==> config.mk <==
export PLATFORM = sky130hd
export DESIGN_NAME = position_selector_group_arbiter
export DESIGN_NICKNAME = d
export VERILOG_FILES = /design/src/sel_pkg.sv /design/src/position_selector_group_arbiter.sv
export SDC_FILE = /design/constraint.sdc
export NUM_CORES = 1
export LEC_CHECK = 0
export ABC_AREA = 1
export BUFFER_PORTS_ARGS = -buffer_cell sky130_fd_sc_hd__buf_2
export CAP_MARGIN = 5
export CORE_UTILIZATION = 30
export DETAILED_ROUTE_END_ITERATION = 10
export PLACE_DENSITY = 0.5
export SLEW_MARGIN = 20
export SYNTH_ARGS = -nofsm -noshare
export SYNTH_HDL_FRONTEND = slang
export SYNTH_SLANG_ARGS = --single-unit
==> constraint.sdc <==
create_clock -name clk -period 5.32 [get_ports clk]
set_input_delay 0.266 -clock clk [delete_from_list [all_inputs] [get_ports clk]]
set_output_delay 0.266 -clock clk [all_outputs]
set_load 0.03 [all_outputs]
==> src/sel_pkg.sv <==
package sel_pkg;

	//////////////////////////////////////////////////////////////////////////
	// timing
	localparam int unsigned CLK_HZ      = 25000000;
	localparam int unsigned TICK_MS     = 100;
	localparam int unsigned TICK_CYCLES = CLK_HZ / 1000 * TICK_MS;
	localparam int unsigned ALARM_MS    = 3000;
	localparam int unsigned ALARM_TICKS = ALARM_MS / TICK_MS;
	localparam int unsigned AL_W        = 5;
	localparam int unsigned TO_W        = 10;

	localparam logic [TO_W-1:0] TIMEOUT_MIN = 10'h01e;
	localparam logic [TO_W-1:0] TIMEOUT_MAX = 10'h258;
	localparam logic [TO_W-1:0] TIMEOUT_RST = 10'h032;
	localparam logic [2:0]      LIMIT_MIN   = 3'h1;
	localparam logic [2:0]      LIMIT_RST   = 3'h7;
	localparam logic [1:0]      INIT_WAIT   = 2'h3;
	localparam logic [2:0]      POS_NONE    = 3'h0;
	localparam logic [2:0]      POS_FIRST   = 3'h1;
	localparam logic [2:0]      BANK_DEFAULT = 3'h1;
	localparam int unsigned     BANKS       = 6;
	localparam int unsigned     POSITIONS   = 7;

	//////////////////////////////////////////////////////////////////////////
	// register map
	localparam int unsigned ADDR_W = 8;
	localparam logic [ADDR_W-1:0] OFF_CTRL    = 8'h00;
	localparam logic [ADDR_W-1:0] OFF_LIMIT   = 8'h04;
	localparam logic [ADDR_W-1:0] OFF_TIMEOUT = 8'h08;
	localparam logic [ADDR_W-1:0] OFF_STATUS  = 8'h0c;

	localparam int unsigned CTRL_INC_ACK  = 0;
	localparam int unsigned CTRL_CODE_ACK = 1;
	localparam int unsigned CTRL_POLICY   = 2;
	localparam int unsigned ST_POS        = 0;
	localparam int unsigned ST_PRE        = 4;
	localparam int unsigned ST_BANK       = 8;
	localparam int unsigned ST_INC_BUSY   = 12;
	localparam int unsigned ST_CODE_BUSY  = 13;
	localparam int unsigned ST_RANGE_AL   = 16;
	localparam int unsigned ST_INC_AL     = 17;
	localparam int unsigned ST_CODE_AL    = 18;
	localparam int unsigned ST_PWR_AL     = 19;

	localparam logic [1:0] RESP_OKAY   = 2'h0;
	localparam logic [1:0] RESP_SLVERR = 2'h2;

	//////////////////////////////////////////////////////////////////////////
	// synchronised pin vector
	localparam int unsigned PIN_INC      = 0;
	localparam int unsigned PIN_INC_ACK  = 1;
	localparam int unsigned PIN_CODE     = 2;
	localparam int unsigned PIN_CODE_ACK = 5;
	localparam int unsigned PIN_BLOCK    = 6;
	localparam int unsigned PIN_REQ      = 7;
	localparam int unsigned PIN_NV       = 12;
	localparam int unsigned PIN_W        = 15;

	typedef enum logic [1:0] {PWR_RESTORE, PWR_SYNC, PWR_SYNC_RESTORE} pwr_policy_t;
	localparam pwr_policy_t POLICY_RST = PWR_RESTORE;

	typedef enum logic [1:0] {S_INIT, S_IDLE, S_INC, S_CODE} seq_t;

endpackage

==> src/position_selector_group_arbiter.sv <==
`timescale 1ns/100ps
`default_nettype none

// Operation
// - highest requested bank wins, one active
// - bank 1 active when nothing requested
// - block input freezes the active bank
// - upper position limit settable 1 to 7
// - increment edge steps, wraps limit to 1
// - timeout 3.0 to 60.0 s, 0.1 s
// - increment edge restarts the timeout
// - timeout mode commits after idle timeout
// - confirm mode: timeout bounds the confirm
// - increment confirm edge commits in confirm mode
// - no increment confirm: discard, 3 s alarm
// - code 1..7 preselects, zero is rest
// - code above limit: no change, 3 s alarm
// - code timeout mode commits after timeout
// - no code confirm: cancel, 3 s alarm
// - separate confirm input and mode per path
// - running sequence locks out the other path
// - committed position kept in non-volatile store
// - power-up policy restore, sync, sync/restore
// - sync adopts code at once, bad code alarms
// - bad restored position gives 0, alarm
module position_selector_group_arbiter #(
	parameter int unsigned TICK_CYCLES_P = sel_pkg::TICK_CYCLES
) (
	// clock and reset
	input  wire logic                        clk,
	input  wire logic                        rst_n,
	// axi4-lite slave
	input  wire logic [sel_pkg::ADDR_W-1:0]  s_axi_awaddr,
	input  wire logic                        s_axi_awvalid,
	output logic                             s_axi_awready,
	input  wire logic [31:0]                 s_axi_wdata,
	input  wire logic [3:0]                  s_axi_wstrb,
	input  wire logic                        s_axi_wvalid,
	output logic                             s_axi_wready,
	output logic [1:0]                       s_axi_bresp,
	output logic                             s_axi_bvalid,
	input  wire logic                        s_axi_bready,
	input  wire logic [sel_pkg::ADDR_W-1:0]  s_axi_araddr,
	input  wire logic                        s_axi_arvalid,
	output logic                             s_axi_arready,
	output logic [31:0]                      s_axi_rdata,
	output logic [1:0]                       s_axi_rresp,
	output logic                             s_axi_rvalid,
	input  wire logic                        s_axi_rready,
	// selector control inputs
	input  wire logic                        increment_in,
	input  wire logic                        increment_confirm,
	input  wire logic                        code_bit_zero,
	input  wire logic                        code_bit_one,
	input  wire logic                        code_bit_two,
	input  wire logic                        code_confirm_input,
	// bank arbiter inputs, banks 2 to 6
	input  wire logic                        group_change_block,
	input  wire logic [sel_pkg::BANKS-2:0]   bank_request,
	// non-volatile position store
	input  wire logic [2:0]                  nv_position,
	output logic                             nv_write,
	output logic [2:0]                       nv_write_data,
	// selector outputs
	output logic [sel_pkg::POSITIONS-1:0]    position_onehot,
	output logic [2:0]                       position_code,
	output logic [2:0]                       bank_active,
	output logic [sel_pkg::BANKS-1:0]        bank_onehot,
	// alarms
	output logic                             range_alarm,
	output logic                             increment_confirm_alarm,
	output logic                             code_confirm_alarm,
	output logic                             powerup_alarm
);
	import sel_pkg::*;

	localparam int unsigned TW = $clog2(TICK_CYCLES_P);

	typedef struct packed {
		logic [PIN_W-1:0]  sync1;
		logic [PIN_W-1:0]  sync2;
		logic [PIN_W-1:0]  prev;
		logic [TW-1:0]     tick_cnt;
		logic              tick;
		seq_t              seq;
		logic [1:0]        init_cnt;
		logic [TO_W-1:0]   timer;
		logic [AL_W-1:0]   range_cnt;
		logic [AL_W-1:0]   inc_cnt;
		logic [AL_W-1:0]   code_cnt;
		logic              pwr_alarm;
		logic [2:0]        pre;
		logic [2:0]        pos;
		logic [2:0]        bank;
		logic              nv_we;
		logic [2:0]        nv_data;
		logic              inc_ack_mode;
		logic              code_ack_mode;
		pwr_policy_t       policy;
		logic [2:0]        limit;
		logic [TO_W-1:0]   timeout;
		logic              aw_full;
		logic [ADDR_W-1:0] awaddr;
		logic              w_full;
		logic [31:0]       wdata;
		logic [3:0]        wstrb;
		logic              bvalid;
		logic [1:0]        bresp;
		logic              rvalid;
		logic [31:0]       rdata;
		logic [1:0]        rresp;
	} state_t;

	localparam logic [TW-1:0]   TICK_LAST = TW'(TICK_CYCLES_P - 1);
	localparam logic [AL_W-1:0] ALARM_LD  = AL_W'(ALARM_TICKS);

	state_t q;
	state_t d;

	////////////////////////////////////////////////////////////////////////////
	// register read view, shared by read channel and write merge

	function automatic logic [32:0] reg_read(input state_t s, input logic [ADDR_W-1:0] a);
		logic [31:0] v;
		logic        ok;
		v  = 32'h0;
		ok = 1'b1;
		unique case (a)
			OFF_CTRL: begin
				v[CTRL_INC_ACK]        = s.inc_ack_mode;
				v[CTRL_CODE_ACK]       = s.code_ack_mode;
				v[CTRL_POLICY +: 2]    = s.policy;
			end
			OFF_LIMIT:   v[2:0] = s.limit;
			OFF_TIMEOUT: v[TO_W-1:0] = s.timeout;
			OFF_STATUS: begin
				v[ST_POS +: 3]   = s.pos;
				v[ST_PRE +: 3]   = s.pre;
				v[ST_BANK +: 3]  = s.bank;
				v[ST_INC_BUSY]   = (s.seq == S_INC);
				v[ST_CODE_BUSY]  = (s.seq == S_CODE);
				v[ST_RANGE_AL]   = (s.range_cnt != '0);
				v[ST_INC_AL]     = (s.inc_cnt != '0);
				v[ST_CODE_AL]    = (s.code_cnt != '0);
				v[ST_PWR_AL]     = s.pwr_alarm;
			end
			default: ok = 1'b0;
		endcase
		return {ok, v};
	endfunction

	// wrap at the limit; position 0 (nothing selected) steps to 1
	function automatic logic [2:0] step_up(input logic [2:0] p, input logic [2:0] lim);
		return (p >= lim || p == POS_NONE) ? POS_FIRST : p + 3'h1;
	endfunction

	////////////////////////////////////////////////////////////////////////////
	// next state

	always_comb begin
		logic [2:0]  code;
		logic        code_chg;
		logic        inc_rise;
		logic        inc_ack_rise;
		logic        code_ack_rise;
		logic        expire;
		logic        commit;
		logic [32:0] rd;
		logic [32:0] cur;
		logic [31:0] merged;
		logic [BANKS-2:0] req;
		code          = 3'h0;
		code_chg      = 1'b0;
		inc_rise      = 1'b0;
		inc_ack_rise  = 1'b0;
		code_ack_rise = 1'b0;
		expire        = 1'b0;
		commit        = 1'b0;
		rd            = 33'h0;
		cur           = 33'h0;
		merged        = 32'h0;
		req           = '0;
		d             = q;

		// pins pass two flops, edges against the prior sample
		d.sync1 = {nv_position, bank_request, group_change_block, code_confirm_input,
			code_bit_two, code_bit_one, code_bit_zero, increment_confirm, increment_in};
		d.sync2 = q.sync1;
		d.prev  = q.sync2;
		code          = q.sync2[PIN_CODE +: 3];
		code_chg      = code != q.prev[PIN_CODE +: 3];
		inc_rise      = q.sync2[PIN_INC] & ~q.prev[PIN_INC];
		inc_ack_rise  = q.sync2[PIN_INC_ACK] & ~q.prev[PIN_INC_ACK];
		code_ack_rise = q.sync2[PIN_CODE_ACK] & ~q.prev[PIN_CODE_ACK];

		// coarse 0.1 s tick
		d.tick = 1'b0;
		if (q.tick_cnt == TICK_LAST) begin
			d.tick_cnt = '0;
			d.tick     = 1'b1;
		end else begin
			d.tick_cnt = q.tick_cnt + TW'(1);
		end

		// alarm hold counters
		if (q.tick) begin
			if (q.range_cnt != '0) d.range_cnt = q.range_cnt - AL_W'(1);
			if (q.inc_cnt != '0)   d.inc_cnt   = q.inc_cnt - AL_W'(1);
			if (q.code_cnt != '0)  d.code_cnt  = q.code_cnt - AL_W'(1);
		end

		// sequence timer; expiry falls on the tick that empties it
		if (q.tick && q.seq inside {S_INC, S_CODE}) begin
			if (q.timer <= TO_W'(1)) begin
				expire = 1'b1;
			end else begin
				d.timer = q.timer - TO_W'(1);
			end
		end

		d.nv_we = 1'b0;
		unique case (q.seq)
			S_INIT: begin
				// wait until the synchronisers hold real samples
				if (q.init_cnt != INIT_WAIT) begin
					d.init_cnt = q.init_cnt + 2'h1;
				end else begin
					d.seq = S_IDLE;
					if ((q.policy == PWR_SYNC || q.policy == PWR_SYNC_RESTORE) &&
						code != POS_NONE && code <= q.limit) begin
						d.pos = code;
						d.pre = code;
					end else if (q.policy == PWR_SYNC) begin
						d.pos       = POS_NONE;
						d.pwr_alarm = 1'b1;
					end else if (q.sync2[PIN_NV +: 3] != POS_NONE &&
						q.sync2[PIN_NV +: 3] <= q.limit) begin
						d.pos = q.sync2[PIN_NV +: 3];
						d.pre = q.sync2[PIN_NV +: 3];
					end else begin
						d.pos       = POS_NONE;
						d.pwr_alarm = 1'b1;
					end
				end
			end
			S_IDLE: begin
				if (inc_rise) begin
					d.pre   = step_up(q.pos, q.limit);
					d.timer = q.timeout;
					d.seq   = S_INC;
				end else if (code_chg && code != POS_NONE) begin
					if (code > q.limit) begin
						d.range_cnt = ALARM_LD;
					end else begin
						d.pre   = code;
						d.timer = q.timeout;
						d.seq   = S_CODE;
					end
				end
			end
			S_INC: begin
				// code inputs are not looked at here
				if (inc_rise) begin
					d.pre   = step_up(q.pre, q.limit);
					d.timer = q.timeout;
				end else if (q.inc_ack_mode && inc_ack_rise) begin
					commit = 1'b1;
				end else if (expire) begin
					if (q.inc_ack_mode) begin
						d.seq     = S_IDLE;
						d.pre     = q.pos;
						d.inc_cnt = ALARM_LD;
					end else begin
						commit = 1'b1;
					end
				end
			end
			S_CODE: begin
				// increment input is locked out until this ends
				if (code_chg && code != POS_NONE) begin
					if (code > q.limit) begin
						d.range_cnt = ALARM_LD;
					end else begin
						d.pre   = code;
						d.timer = q.timeout;
					end
				end else if (q.code_ack_mode && code_ack_rise) begin
					commit = 1'b1;
				end else if (expire) begin
					if (q.code_ack_mode) begin
						d.seq      = S_IDLE;
						d.pre      = q.pos;
						d.code_cnt = ALARM_LD;
					end else begin
						commit = 1'b1;
					end
				end
			end
		endcase

		if (commit) begin
			d.seq       = S_IDLE;
			d.pos       = q.pre;
			d.pwr_alarm = 1'b0;
			d.nv_we     = 1'b1;
			d.nv_data   = q.pre;
		end

		// bank arbiter: external requests or-ed with the selector position
		for (int k = 0; k < BANKS - 1; k++) begin
			req[k] = q.sync2[PIN_REQ + k] | (q.pos == 3'(k + 2));
		end
		if (!q.sync2[PIN_BLOCK]) begin
			d.bank = BANK_DEFAULT;
			for (int k = 0; k < BANKS - 1; k++) begin
				if (req[k]) d.bank = 3'(k + 2);
			end
		end

		// axi4-lite write: address and data taken in either order
		if (s_axi_awvalid && !q.aw_full) begin
			d.aw_full = 1'b1;
			d.awaddr  = s_axi_awaddr;
		end
		if (s_axi_wvalid && !q.w_full) begin
			d.w_full = 1'b1;
			d.wdata  = s_axi_wdata;
			d.wstrb  = s_axi_wstrb;
		end
		if (q.bvalid && s_axi_bready) d.bvalid = 1'b0;
		if (q.aw_full && q.w_full && !q.bvalid) begin
			cur = reg_read(q, q.awaddr);
			for (int b = 0; b < 4; b++) begin
				merged[b*8 +: 8] = q.wstrb[b] ? q.wdata[b*8 +: 8] : cur[b*8 +: 8];
			end
			d.aw_full = 1'b0;
			d.w_full  = 1'b0;
			d.bvalid  = 1'b1;
			d.bresp   = cur[32] ? RESP_OKAY : RESP_SLVERR;
			unique case (q.awaddr)
				OFF_CTRL: begin
					d.inc_ack_mode  = merged[CTRL_INC_ACK];
					d.code_ack_mode = merged[CTRL_CODE_ACK];
					// policy only read when the init wait ends, and reset reloads restore; code 3 ignored
					if (merged[CTRL_POLICY +: 2] != 2'h3)
						d.policy = pwr_policy_t'(merged[CTRL_POLICY +: 2]);
				end
				OFF_LIMIT: begin
					d.limit = (merged[2:0] < LIMIT_MIN) ? LIMIT_MIN : merged[2:0];
				end
				OFF_TIMEOUT: begin
					if (merged[TO_W-1:0] < TIMEOUT_MIN)
						d.timeout = TIMEOUT_MIN;
					else if (merged[TO_W-1:0] > TIMEOUT_MAX || merged[31:TO_W] != '0)
						d.timeout = TIMEOUT_MAX;
					else
						d.timeout = merged[TO_W-1:0];
				end
				default: ;
			endcase
		end

		// axi4-lite read
		if (q.rvalid && s_axi_rready) d.rvalid = 1'b0;
		if (s_axi_arvalid && !q.rvalid) begin
			rd       = reg_read(q, s_axi_araddr);
			d.rvalid = 1'b1;
			d.rdata  = rd[31:0];
			d.rresp  = rd[32] ? RESP_OKAY : RESP_SLVERR;
		end
	end

	////////////////////////////////////////////////////////////////////////////
	// state register

	always_ff @(posedge clk or negedge rst_n) begin
		if (!rst_n) begin
			q               <= '0;
			q.seq           <= S_INIT;
			q.bank          <= BANK_DEFAULT;
			q.policy        <= POLICY_RST;
			q.limit         <= LIMIT_RST;
			q.timeout       <= TIMEOUT_RST;
			q.bresp         <= RESP_OKAY;
			q.rresp         <= RESP_OKAY;
		end else begin
			q <= d;
		end
	end

	////////////////////////////////////////////////////////////////////////////
	// outputs

	assign s_axi_awready = ~q.aw_full;
	assign s_axi_wready  = ~q.w_full;
	assign s_axi_bvalid  = q.bvalid;
	assign s_axi_bresp   = q.bresp;
	assign s_axi_arready = ~q.rvalid;
	assign s_axi_rvalid  = q.rvalid;
	assign s_axi_rdata   = q.rdata;
	assign s_axi_rresp   = q.rresp;

	assign nv_write      = q.nv_we;
	assign nv_write_data = q.nv_data;
	assign position_code = q.pos;
	assign bank_active   = q.bank;

	genvar gi;
	generate
		for (gi = 0; gi < POSITIONS; gi++) begin : g_pos
			assign position_onehot[gi] = (q.pos == 3'(gi + 1));
		end
		for (gi = 0; gi < BANKS; gi++) begin : g_bank
			assign bank_onehot[gi] = (q.bank == 3'(gi + 1));
		end
	endgenerate

	// range and confirm alarms read straight off their hold counters; powerup alarm is its own flop
	assign range_alarm             = (q.range_cnt != '0);
	assign increment_confirm_alarm = (q.inc_cnt != '0);
	assign code_confirm_alarm      = (q.code_cnt != '0);
	assign powerup_alarm           = q.pwr_alarm;

endmodule // position_selector_group_arbiter

`default_nettype wire

==> reports/results.ini <==
[outcome]
status = finished, final reports clean

[sta]
slew-limit-headroom_pct = 39.4
setup_violations = 0
holdWs_ns = 0.0390
post-route-min-period_ns = 2.61
finalClockSkew_ns = 0.0137
report.final.slew_viol_count = 0
rsz0062_at_grt = false
period_share_pct = 49.0
hold_viol_final = 0
fmax_mhz = 384
tns_ns = 0
worst-slew-pin-transition_ns = 0.906

[cts]
htree_levels = 4
cts_buffers = 17
max-clock-path-buffers = 2
cts_tree = yes
clkSinkCount = 186
cts_root_buf = clkbuf_16
cts_resized = 0
clkLatencyLatePin_ns = 0.45
path_clk_slew_ns = 0.08

[worst_setup_path]
end_kind = register
cp_cell_sequence = inv_1, ha_1, a21oi_1, o21ai_0, nand2_1, nand2_1, nand2_1, nand3_1, o21ai_0, o21ai_0
cp_slowest_cell = dfstp_2
critPathKind = reg2reg
crit_path_max_fanout = 14
worstPathRequired_ns = 5.63
arrival_ns = 2.92
startpoint_type = register
slowest_delay_ns = 0.55

[die]
fp.coreArea_sq_um = 31700
dieArea_sq_um = 33100
rows = 65
start_util_pct = 30.6
die_h_um = 182
io_pins = 142
fp.dieW_um = 182

[layout]
nets = 1316
n_antenna_cell = 0
fin_util_pct = 35.6
final_layout_size_suffix_gt1_share_pct = 22.2
area_growth_pct = 16.4
finalInstanceArea_sq_um = 11300

[synth]
synth.avg_cell_area_sq_um = 8.86
synth_edf_count = 0
seq_area_frac_synth_pct = 48.0
syn-cell-area_sq_um = 9710
synth_top_area_share_pct = 46.1
async_flop_share_pct = 100
yosysUniqueCellTypes = 57
yosysTopAreaCell = dfrtp_1
yosysWarnings = 0
netlist_instances = 1096
synth_area_leaders = dfrtp_1 46%, nand2_1 7.9%, inv_1 4.9%, mux2_2 4.5%, nor2_1 3.6%
synth.most_common_cell = nand2_1
netlist_top_cells_count = 204 x nand2_1, 179 x dfrtp_1, 128 x inv_1
ys.flop_type = dfrtp_1
ys_ff_latch = 186

[route]
detail_route.wl_per_cell_um = 15.2
via_per_inst = 4.68
final_antenna_net_count = 0
first_pass_iters = 7
drcViolationCount = 0
drt-initial-drc-count = 447
vias = 7625
finalWirelength_mm = 24.7

[global_routing]
grt_pass1_wl_mm = 40.7
antenna_found_initial = 0
overflow = 0
grt_max_degree = 104
first_global_vias = 7553
grt_use_total_pct = 15.8

[power]
p_per_area_nw_per_um2 = 414
total_power_mw = 4.68
pwr-share-comb_pct = 30.7
switching_share_pct = 38.7
ir_drop_v = 0.000235
internal_power_mw = 2.87
p_seq_share_pct = 41.3
switching_power_mw = 1.81
clockPowerShare_pct = 28.0
leakagePower_nw = 5.49

[hold_path]
min_path_type = in2reg

[placed_design]
io_buffers = 124
gp_congestion = 0.864
dp_hpwl_mm = 18.3
place_area_sq_um = 10500

[flow_run]
max-cap-violations = 0

layer usage:
| metal | GRT usage [%] | part of all wire (%) | vias up |
|---|---|---|---|
| met2 | 24.7 | 46 | 174 |
| li1 | - | - | 3781 |
| met1 | 21.6 | 47 | 3644 |
| met3 | 3.77 | 5.3 | 26 |
| met5 | 0 | 0 | - |
| met4 | 4.74 | 1.4 | 0 |
metrics by stage:
stage	worst slack (ns)	std cells
3_5_place_dp	2.80	1579
4_1_cts	2.74	1629
2_1_floorplan	3.24	1112
6_report	2.71	1629
5_1_grt	2.42	1629
3_3_place_gp	2.87	1579
logic make-up after synthesis:
kind of cell               Yosys count  synth area share, %
AOI/OAI and AO/OA                  153                 9.38
other                                1               0.0386
adders and majority gates           28                 3.61
and+or+nand+nor                    461                 22.3
muxes                               39                 4.52
buffers and inverters              202                 9.75
DFF                                186                 48.0
xor gates and xnor gates            26                 2.35
registers in the layout (all words and copies together) (netlist names):
name	count
q	124
d	30
s_axi_rdata	17
bank_active	3
nv_write_data	3
position_code	3
nv_write	1
powerup_alarm	1
s_axi_bresp	1
s_axi_bvalid	1
s_axi_rresp	1
s_axi_rvalid	1
area by class of cell:
type,instances,area [sq um]
clock inverter,15,179
multi-input combinational,724,4160
clock buffer,17,425
sequential,186,4660
tap,402,503
inverter,140,528
timing repair buffer,145,845
fill,3326,20400
power groups by stage:
stage,Sequential [mW],Combinational [mW],Clock [mW]
2_1_floorplan,1.85,1.13,0
3_3_place_gp,1.96,1.42,0
3_5_place_dp,1.96,1.43,0
4_1_cts,1.93,1.45,1.37
5_1_grt,1.97,1.62,1.42
6_report,1.93,1.44,1.31
critical path, delay by kind of cell (launching register included):
family,cells,cell delay (ns)
and+or+nand+nor,4,0.90
AOI/OAI and AO/OA,4,0.56
DFF,1,0.55
adders and majority gates,1,0.35
buffers and inverters,1,0.11
worst paths after layout:
check                      slack [ns]            from  depth (start not counted)  endpoint
min                              0.04  s_axi_wstrb[2]                          2     q[40]
min in group asynchronous        0.40           rst_n                          2     q[64]
max                              2.71           q[96]                         10    q[132]
max reg2reg                      2.71           q[96]                         10    q[132]
min reg2reg                      0.35          d[188]                          0    d[173]
max in group asynchronous        3.87           rst_n                          3    q[122]
cells in the final DEF, fill, tap and decap left out, types with 4 or more instances in the layout:
cell           count
nand3_2            7
xnor2_1            8
or2_2              9
inv_1            128
nand4_1           12
nor2_4             8
nand2_1          204
inv_2             10
nor2_1            94
nand3_1           66
inv_6              4
o22ai_1            6
o21ai_0           60
mux2_2            39
dlygate4sd3_1     18
buf_2            123
o31ai_1            5
o211ai_1           7
conb_1            17
ha_1              28
o22ai_2            4
clkbuf_16         17
nor2_2             5
nand2_2           10
o21ai_1            5
xor2_1            18
dfstp_2            7
a21oi_1           43
dfrtp_1          179
nor4_1            12
nor3_1            22
timing repair:
action / in CTS / in global routing
buffers inserted: 0 / 0
hold endpoints to repair: 95 / 0
hold buffers: 18 / 0
(Power assumes the default switching activity.)
